==> src/include/hppc_pkg.sv <==
/*
  Package for the hub downstream port power control: register indices,
  field positions, reset values and bus widths.
  Assumes an APB master with 32-bit data and byte addressing.
*/
package hppc_pkg;
  localparam int HPPC_ADDR_W = 12;
  localparam int HPPC_DATA_W = 32;
  // Printed offsets are not word aligned, so they are indices; byte address is index * 4
  localparam logic [HPPC_ADDR_W-1:0] HPPC_PPC_IDX = 12'h09A;
  localparam logic [HPPC_ADDR_W-1:0] HPPC_HSR_IDX = 12'h09B;
  localparam logic [HPPC_ADDR_W-1:0] HPPC_PPC_ADDR = HPPC_PPC_IDX << 2;
  localparam logic [HPPC_ADDR_W-1:0] HPPC_HSR_ADDR = HPPC_HSR_IDX << 2;
  // Port power control fields
  localparam int HPPC_EXT_LO = 2;
  localparam int HPPC_EXT_HI = 5;
  localparam int HPPC_INT_BIT = 1;
  localparam logic [3:0] HPPC_EXT_RST = 4'h0;
  // Hub status fields
  localparam int HPPC_OC_LEVEL_BIT = 1;
  localparam int HPPC_OC_CHANGE_BIT = 3;
  localparam int HPPC_EP_EN_BIT = 4;
  localparam int HPPC_OC_DET_EN_BIT = 7;
  localparam logic HPPC_OC_DET_EN_RST = 1'b0;
  localparam logic HPPC_EP_EN_RST = 1'b0;
endpackage

==> src/logic/hppc_port_power.sv <==
/*
  Ganged downstream port power control for an embedded hub, with an APB
  register slave, overcurrent sense and a shared active-low power enable.
  Assumes one 25 MHz clock, a synchronous active-high reset, and a root
  port reset pulse from logic on the same clock.
*/
`timescale 1ns/100ps
module hppc_port_power
  import hppc_pkg::*;
(
  // Clock and reset
  input wire logic clock_in,
  input wire logic sys_rst_in,
  // APB slave
  input wire logic psel_in,
  input wire logic penable_in,
  input wire logic pwrite_in,
  input wire logic [hppc_pkg::HPPC_ADDR_W-1:0] paddr_in,
  input wire logic [hppc_pkg::HPPC_DATA_W-1:0] pwdata_in,
  output logic [hppc_pkg::HPPC_DATA_W-1:0] prdata_out,
  output logic pready_out,
  output logic pslverr_out,
  // Hub events
  input wire logic root_reset_in,
  // Board power switch and sensor
  input wire logic overcurrent_in_n,
  output logic port_power_enable_n_out
);
  import hppc_pkg::*;

  logic [3:0] ext_port_power_bits_r;
  logic overcurrent_detect_enable_r;
  logic status_endpoint_enable_r;
  logic overcurrent_change_flag_r;
  logic oc_meta_r;
  logic oc_sync_r;
  logic oc_prev_r;
  logic pwr_en_n_r;
  logic pready_r;
  logic pslverr_r;
  logic [HPPC_DATA_W-1:0] prdata_r;
  logic setup_phase;
  logic wr_access;
  logic oc_active;
  logic oc_changed;
  logic [7:0] ppc_rd;
  logic [7:0] hsr_rd;

  function automatic logic is_mapped(input logic [HPPC_ADDR_W-1:0] a);
    is_mapped = (a == HPPC_PPC_ADDR) || (a == HPPC_HSR_ADDR);
  endfunction

  // Access completes in the first access cycle: pready is raised from the setup cycle
  assign setup_phase = psel_in && !penable_in && !pready_r;
  assign wr_access = psel_in && penable_in && pready_r && pwrite_in;

  // Overcurrent pin, two flops before the register logic; only the enable output reads the raw pin
  always_ff @(posedge clock_in) begin
    if (sys_rst_in) begin
      oc_meta_r <= 1'b1;
      oc_sync_r <= 1'b1;
      oc_prev_r <= 1'b1;
    end else begin
      oc_meta_r <= overcurrent_in_n;
      oc_sync_r <= oc_meta_r;
      oc_prev_r <= oc_sync_r;
    end
  end

  assign oc_active = overcurrent_detect_enable_r && !oc_sync_r;
  assign oc_changed = oc_sync_r != oc_prev_r;

  // External port power bits
  always_ff @(posedge clock_in) begin
    if (sys_rst_in || root_reset_in) begin
      ext_port_power_bits_r <= HPPC_EXT_RST;
    end else if (oc_active) begin
      // Held clear for as long as overcurrent lasts so the switch cannot cycle
      ext_port_power_bits_r <= HPPC_EXT_RST;
    end else if (wr_access && paddr_in == HPPC_PPC_ADDR) begin
      ext_port_power_bits_r <= pwdata_in[HPPC_EXT_HI:HPPC_EXT_LO];
    end
  end

  // Hub status control bits
  always_ff @(posedge clock_in) begin
    if (sys_rst_in) begin
      overcurrent_detect_enable_r <= HPPC_OC_DET_EN_RST;
      status_endpoint_enable_r <= HPPC_EP_EN_RST;
    end else if (wr_access && paddr_in == HPPC_HSR_ADDR) begin
      overcurrent_detect_enable_r <= pwdata_in[HPPC_OC_DET_EN_BIT];
      status_endpoint_enable_r <= pwdata_in[HPPC_EP_EN_BIT];
    end
  end

  // Sticky change flag, write one to clear; a new change wins over the clear
  always_ff @(posedge clock_in) begin
    if (sys_rst_in) begin
      overcurrent_change_flag_r <= 1'b0;
    end else if (oc_changed) begin
      overcurrent_change_flag_r <= 1'b1;
    end else if (wr_access && paddr_in == HPPC_HSR_ADDR && pwdata_in[HPPC_OC_CHANGE_BIT]) begin
      overcurrent_change_flag_r <= 1'b0;
    end
  end

  // Shared enable, registered part
  always_ff @(posedge clock_in) begin
    if (sys_rst_in) begin
      pwr_en_n_r <= 1'b1;
    end else begin
      pwr_en_n_r <= !((|ext_port_power_bits_r) && status_endpoint_enable_r && !oc_active);
    end
  end

  // The raw pin bypasses the clock here so a short circuit cuts power at once
  assign port_power_enable_n_out = pwr_en_n_r
                                   | (overcurrent_detect_enable_r & ~overcurrent_in_n);

  // Read views; reserved bits read zero and software must write them as zero
  always_comb begin
    ppc_rd = 8'h00;
    ppc_rd[HPPC_EXT_HI:HPPC_EXT_LO] = ext_port_power_bits_r;
    ppc_rd[HPPC_INT_BIT] = 1'b1;
    hsr_rd = 8'h00;
    hsr_rd[HPPC_OC_DET_EN_BIT] = overcurrent_detect_enable_r;
    hsr_rd[HPPC_EP_EN_BIT] = status_endpoint_enable_r;
    hsr_rd[HPPC_OC_CHANGE_BIT] = overcurrent_change_flag_r;
    hsr_rd[HPPC_OC_LEVEL_BIT] = oc_sync_r;
  end

  // APB answer
  always_ff @(posedge clock_in) begin
    if (sys_rst_in) begin
      pready_r <= 1'b0;
      pslverr_r <= 1'b0;
      prdata_r <= 32'h0000_0000;
    end else if (setup_phase) begin
      pready_r <= 1'b1;
      pslverr_r <= !is_mapped(paddr_in);
      if (paddr_in == HPPC_PPC_ADDR && !pwrite_in) begin
        prdata_r <= {24'h00_0000, ppc_rd};
      end else if (paddr_in == HPPC_HSR_ADDR && !pwrite_in) begin
        prdata_r <= {24'h00_0000, hsr_rd};
      end else begin
        prdata_r <= 32'h0000_0000;
      end
    end else begin
      pready_r <= 1'b0;
      pslverr_r <= 1'b0;
    end
  end

  assign pready_out = pready_r;
  assign pslverr_out = pslverr_r;
  assign prdata_out = prdata_r;
endmodule // hppc_port_power

==> config.mk <==
export PLATFORM = sky130hd
export DESIGN_NAME = hppc_port_power
export DESIGN_NICKNAME = d
export VERILOG_FILES = /design/src/include/hppc_pkg.sv /design/src/logic/hppc_port_power.sv
export SDC_FILE = /design/constraint.sdc
export NUM_CORES = 1
export LEC_CHECK = 0
export BUFFER_PORTS_ARGS = -buffer_cell sky130_fd_sc_hd__buf_2
export CAP_MARGIN = 0
export CORE_MARGIN = 2
export CORE_UTILIZATION = 33
export CTS_CLUSTER_SIZE = 12
export DETAILED_ROUTE_END_ITERATION = 8
export PLACE_DENSITY = 0.74
export SETUP_SLACK_MARGIN = 0.02
export SLEW_MARGIN = 20
export SYNTH_ARGS = -nofsm -noshare
export SYNTH_HDL_FRONTEND = slang
export SYNTH_SLANG_ARGS = --single-unit
==> constraint.sdc <==
create_clock -name clock_in -period 1.08 [get_ports clock_in]
set_input_delay 0.054 -clock clock_in [delete_from_list [all_inputs] [get_ports clock_in]]
set_output_delay 0.054 -clock clock_in [all_outputs]
set_load 0.02 [all_outputs]
==> flow_summary.yaml, run 1 <==
cells_and_area:
  area_delta_synth_final_pct: 32.2
  fillers: 268
  drive_gt1_frac: 0.497
  antennaDiodeCount: 0
  finalNetCount: 209
logic_synthesis:
  netlist_area_um2: 980
  synth_commonest_cells: "26 x buf_4, 19 x dfxtp_1, 10 x nand2_1"
  yosysMostFrequentCell: "buf_4"
  yosys-top-cells-area: "dfxtp_1 39%, buf_4 20%, o21ai_2 5.4%, a21oi_1 4.6%, nand3_1 4.1%"
  synthCells: 112
  yosysTopAreaCellShare: 0.388
  synth-edff-count: 0
  yosysWarnings: 0
  synth_area_per_cell_um2: 8.75
  yosys_most_used_dff: "dfxtp_1"
  synth_top_cell_by_area: "dfxtp_1"
  ys_ff_latch: 19
  synth_async_sr_flop_share: 0
  ys_seq_area_frac: 0.388
  synth.distinct_cells: 27
grt:
  antenna_found_initial: 0
  grt.total_usage: 0.120
  grt_pass1_vias: 801
  overflow: 0
  grt_start_max_net_pins: 12
  grt_pass1_wl_um: 3210
clock_network:
  cts_buffers: 3
  clock_latency_ns: 0.31
  cts_tree: "done"
  clkSlewWorstSetupHoldPaths_ns: 0.11
  cts_sinks: 19
  clockRootBuffer: "clkbuf_4"
  cts_buffer_depth: 2
  htreeDepth: 1
sta:
  hold_violations: 0
  drv_slew: 0
  rsz0062_at_grt: "yes"
  hold_slack_ns: 0.00897
  post-route-period-util: 1.10
  fmax_mhz: 843
  fin_crit_ns: 1.19
  fin_ws_ns: -0.106
  finalSetupViolations: 13
  fin_skew_ns: 0.00901
worst_setup_path:
  critPathLaunchType: "flip-flop"
  crit_arrival_ns: 1.43
  path_max_fanout: 6
  worstPathRequired_ns: 1.33
  worstSetupEndpointType: "flip-flop"
  critPathKind: "reg2reg"
drt:
  first_pass_iters: 4
  dr_total_vias: 853
  wl_um: 2110
  first_iter_violations: 12
  wire_per_inst_um: 11.2
  ant_nets: 0
  viasPerCell: 4.54
  drc: 0
floorplan:
  num_rows: 19
  die_width_um: 58.5
  die_h_um: 58.5
  num_io_pins: 86
  initial_utilization: 0.352
  coreArea_um2: 2780
  die_area_um2: 3420
min_path:
  hp-class: "in2reg"
outcome:
  violations: "setup timing"
  outcome: "complete, but fails checks"
placement:
  portBuffers: 32
  gp_congestion: 0.799
  dpl.hpwl_um: 1460
  pre_cts_ws_ns: -0.130
power_and_ir_drop:
  switchingPower_mw: 0.395
  p_comb_frac: 0.176
  leakagePower_nw: 0.584
  power_frac_seq: 0.541
  ir_drop_mv: 0.660
  p_sw_frac: 0.299
  clockPowerShare: 0.283
  p_per_area_nw_per_um2: 1020
  p_int_mw: 0.927
flow_run:
  cap_violations: 0
==> what timing repair did <==
item / in CTS / in global routing
pin swaps: 21 / 4
endpoints found under the hold margin: 5 / 0
gates cloned: 0 / 0
hold buffers: 5 / 0
resized for setup: 20 / 11
setup buffers: 3 / 0
setup endpoints to repair: 13 / 15
==> power groups by stage <==
stage / Sequential (mW) / Combinational (mW) / Clock [mW]
final: 0.716 / 0.232 / 0.374
after global routing: 0.717 / 0.251 / 0.387
after CTS: 0.716 / 0.224 / 0.372
after detailed placement: 0.732 / 0.198 / 0
after global placement: 0.732 / 0.198 / 0
after floorplan: 0.735 / 0.191 / 0
==> cell families (layout without fill, tap and decap cells) <==
| logic type | after synthesis | count (layout) | share of synthesized area |
|---|---|---|---|
| xor gates and xnor gates | 1 | 1 | 0.00894 |
| other | 1 | 26 | 0.00383 |
| muxes | 2 | 2 | 0.0204 |
| buffers and inverters | 32 | 52 | 0.223 |
| DFF | 19 | 19 | 0.388 |
| AOI/OAI and AO/OA | 23 | 23 | 0.143 |
| and+or+nand+nor | 34 | 34 | 0.212 |
==> state kept, by name (all words and copies together), names as in the netlist <==
register / flops
ext_port_power_bits_r: 4
overcurrent_change_flag_r: 1
status_endpoint_enable_r: 1
pwr_en_n_r: 1
prdata_out: 6
oc_sync_r: 1
pready_out: 1
overcurrent_detect_enable_r: 1
pslverr_out: 1
oc_meta_r: 1
oc_prev_r: 1
==> critical path, stage by stage, from the launching register on <==
cell	delay [ns]
dfxtp_4	0.37
nor2_4	0.11
nand3b_1	0.10
or3_4	0.44
o21ai_2	0.12
==> layer usage <==
metal  GRT usage  wire [um]  vias to the layer above
met5           0          0                        -
met2       0.223       1130                       36
met1       0.122        764                      395
li1            -          -                      417
met3      0.0220        176                        5
met4      0.0764         33                        0
==> stage by stage <==
stage	std cells	power, mW	setup TNS, ns	util	area (um2)
4_1_cts	189	1.31	-0.680	0.454	1260
2_1_floorplan	137	0.927	-1.22	-	1080
6_report	188	1.32	-0.950	0.466	1290
3_5_place_dp	177	0.930	-1.38	0.399	1110
3_3_place_gp	177	0.930	-1.10	0.399	1110
5_1_grt	188	1.36	-1.60	0.466	1290
==> path summary, 6_finish.rpt <==
| path | endpoint | cells past startpoint | slack [ns] | from |
|---|---|---|---|---|
| worst min register to register | oc_sync_r | 1 | 0.42 | oc_meta_r |
| worst max register to register | prdata_out[5] | 4 | -0.11 | pready_out |
| worst max-delay path | prdata_out[5] | 4 | -0.11 | pready_out |
| worst min-delay path | status_endpoint_enable_r | 3 | 0.009 | pwdata_in[4] |
==> layout make-up <==
| type | instances | area (um2) | share of cell area |
|---|---|---|---|
| Timing Repair Buffer | 44 | 267 | 0.206 |
| Clock buffer | 3 | 22.5 | 0.0174 |
| Multi-Input combinational cell | 86 | 562 | 0.434 |
| Inverter | 4 | 15.0 | 0.0116 |
| Sequential cell | 19 | 385 | 0.298 |
| Clock inverter | 1 | 5.00 | 0.00386 |
| Tap cell | 31 | 38.8 | 0.0300 |
==> cells in the final DEF, fill, tap and decap left out, types with 2 or more instances in the layout <==
cell type      synthesis  final
buf_2                  1     32
conb_1                 1     26
dfxtp_1               19     17
o21ai_2                6     13
nand2_1               10     10
nand3_2                0      6
buf_4                 26      6
a21oi_2                0      5
dlygate4sd3_1          0      5
a21oi_1                9      4
inv_1                  3      3
or2_2                  3      3
clkbuf_4               0      3
and4_4                 0      2
nand3_1                8      2
mux2i_1                2      2
No activity file was read; power rests on OpenSTA's default activity.
==> run 2, diff against run 1 <==
Settings changed: CORE_UTILIZATION 33 to 37, CTS_CLUSTER_DIAMETER set to 100, PLACE_DENSITY 0.74 to 0.79.
Clock period 1.08 ns to 1.1 ns, I/O delays scaled along.
==> flow_summary.yaml, run 2 (synthesis results as in run 1) <==
outcome:
  outcome: "complete, but fails checks"
  violations: "setup timing"
clock_network:
  clock_latency_ns: 0.30
  cts_buffer_depth: 2
  cts_tree: "done"
  cts_buffers: 3
  htreeDepth: 1
  clkSlewWorstSetupHoldPaths_ns: 0.10
  cts_sinks: 19
  clockRootBuffer: "clkbuf_4"
drt:
  wire_per_inst_um: 11.7
  first_iter_violations: 9
  ant_nets: 0
  wl_um: 2180
  dr_total_vias: 868
  first_pass_iters: 4
  viasPerCell: 4.67
  drc: 0
sta:
  hold_violations: 0
  finalSetupViolations: 13
  post-route-period-util: 1.08
  fin_ws_ns: -0.0853
  rsz0062_at_grt: "yes"
  fin_skew_ns: 0.00611
  fin_crit_ns: 1.19
  drv_slew: 0
  fmax_mhz: 844
power_and_ir_drop:
  p_sw_frac: 0.295
  p_per_area_nw_per_um2: 994
  p_int_mw: 0.910
  leakagePower_nw: 0.583
  p_comb_frac: 0.178
  ir_drop_mv: 0.686
  clockPowerShare: 0.276
  switchingPower_mw: 0.381
  power_frac_seq: 0.546
  power_mw: 1.29
grt:
  grt_start_max_net_pins: 12
  antenna_found_initial: 0
  grt.total_usage: 0.130
  grt_pass1_wl_um: 3190
  grt_pass1_vias: 775
  overflow: 0
placement:
  dpl_cell_area_um2: 1100
  portBuffers: 32
  dpl.hpwl_um: 1460
  gp_congestion: 0.870
worst_setup_path:
  r2r_end: "prdata_out[5]"
  slowest_delay_ns: 0.46
  critPathLaunchType: "flip-flop"
  crit_chain: "nor2_2 -> nand3b_1 -> or3_4 -> o21ai_2"
  crit_arrival_ns: 1.42
  worstPathRequired_ns: 1.34
  reg2reg_depth: 4
  rrSetupSlack_ns: -0.09
  path_max_fanout: 6
  slowest_stage: "or3_4"
  worstSetupEndpointType: "flip-flop"
  critPathKind: "reg2reg"
  r2r_start: "pready_out"
min_path:
  hp-start: "pwdata_in[4]"
  min_to: "status_endpoint_enable_r"
  hp-class: "in2reg"
  worstHoldPathCells: 3
cells_and_area:
  largest_reg_flops: 6
  final_util: 0.520
  area_delta_synth_final_pct: 32.6
  final_common_cell: "buf_2"
  layout_common_cells: "32 x buf_2, 26 x conb_1, 17 x dfxtp_1"
  fin_area_um2: 1300
  finalNetCount: 208
  antennaDiodeCount: 0
  drive_gt1_frac: 0.487
floorplan:
  initial_utilization: 0.392
  die_width_um: 55.5
  die_h_um: 55.5
  num_rows: 18
  die_area_um2: 3080
  coreArea_um2: 2500
  num_io_pins: 86
flow_run:
  cap_violations: 0
[run 2: final cells by class]
| type | instances | area, um2 |
|---|---|---|
| clock buffer | 3 | 22.5 |
| clock inverter | 1 | 5.00 |
| fill | 209 | 1200 |
| inverter | 4 | 15.0 |
| multi-input combinational | 86 | 572 |
| sequential | 19 | 383 |
| tap | 30 | 37.5 |
| timing repair buffer | 43 | 264 |
[run 2: power by group through the flow]
| stage | registers, mW | clock network [mW] | logic (mW) |
|---|---|---|---|
| after floorplan | 0.722 | 0 | 0.188 |
| after global placement | 0.719 | 0 | 0.187 |
| after detailed placement | 0.719 | 0 | 0.190 |
| after CTS | 0.704 | 0.358 | 0.209 |
| after global routing | 0.706 | 0.395 | 0.245 |
| final | 0.705 | 0.356 | 0.230 |
[run 2: per-stage QoR]
step	worst slack (ns)	setup TNS [ns]	hold slack, ns	std cells
floorplan	-0.0906	-0.963	0.124	137
global placement	-0.0637	-0.738	0.258	175
detailed placement	-0.106	-1.00	0.266	175
CTS	-0.0628	-0.440	0.0109	185
global route	-0.140	-1.53	0.00708	186
finish	-0.0853	-0.852	0.0195	186
[run 2: worst max path at each step]
stage                     from                           to  slack, ns  depth (start not counted)
CTS                 pready_out                prdata_out[4]      -0.06                          4
detailed placement  pready_out     ext_port_power_bits_r[0]      -0.11                          4
global placement    pready_out  overcurrent_detect_enable_r      -0.06                          4
global route        pready_out                prdata_out[7]      -0.14                          4
finish              pready_out                prdata_out[5]      -0.09                          4
floorplan           pready_out                prdata_out[3]      -0.09                          4
[run 2: repair_timing]
action                                  CTS  global route
pin swaps                                17             6
buffers inserted                          2             1
resized for setup                        18            14
endpoints found under the setup margin   13            14
hold buffers                              4             0
endpoints found under the hold margin     4             0
[run 2: critical path: cells and delay by family (launching register included)]
| family | cells | cell delay (ns) |
|---|---|---|
| AO/OA/AOI/OAI | 1 | 0.12 |
| flip-flops | 1 | 0.34 |
| AND/OR/NAND/NOR | 3 | 0.66 |
[run 2: metal layers]
| layer | global-route usage | up-vias | part of all wire |
|---|---|---|---|
| met2 | 0.241 | 41 | 0.55 |
| met3 | 0.0234 | 4 | 0.068 |
| met5 | 0 | - | 0 |
| met4 | 0.0697 | 0 | 0.0078 |
| met1 | 0.135 | 407 | 0.38 |
| li1 | - | 416 | - |
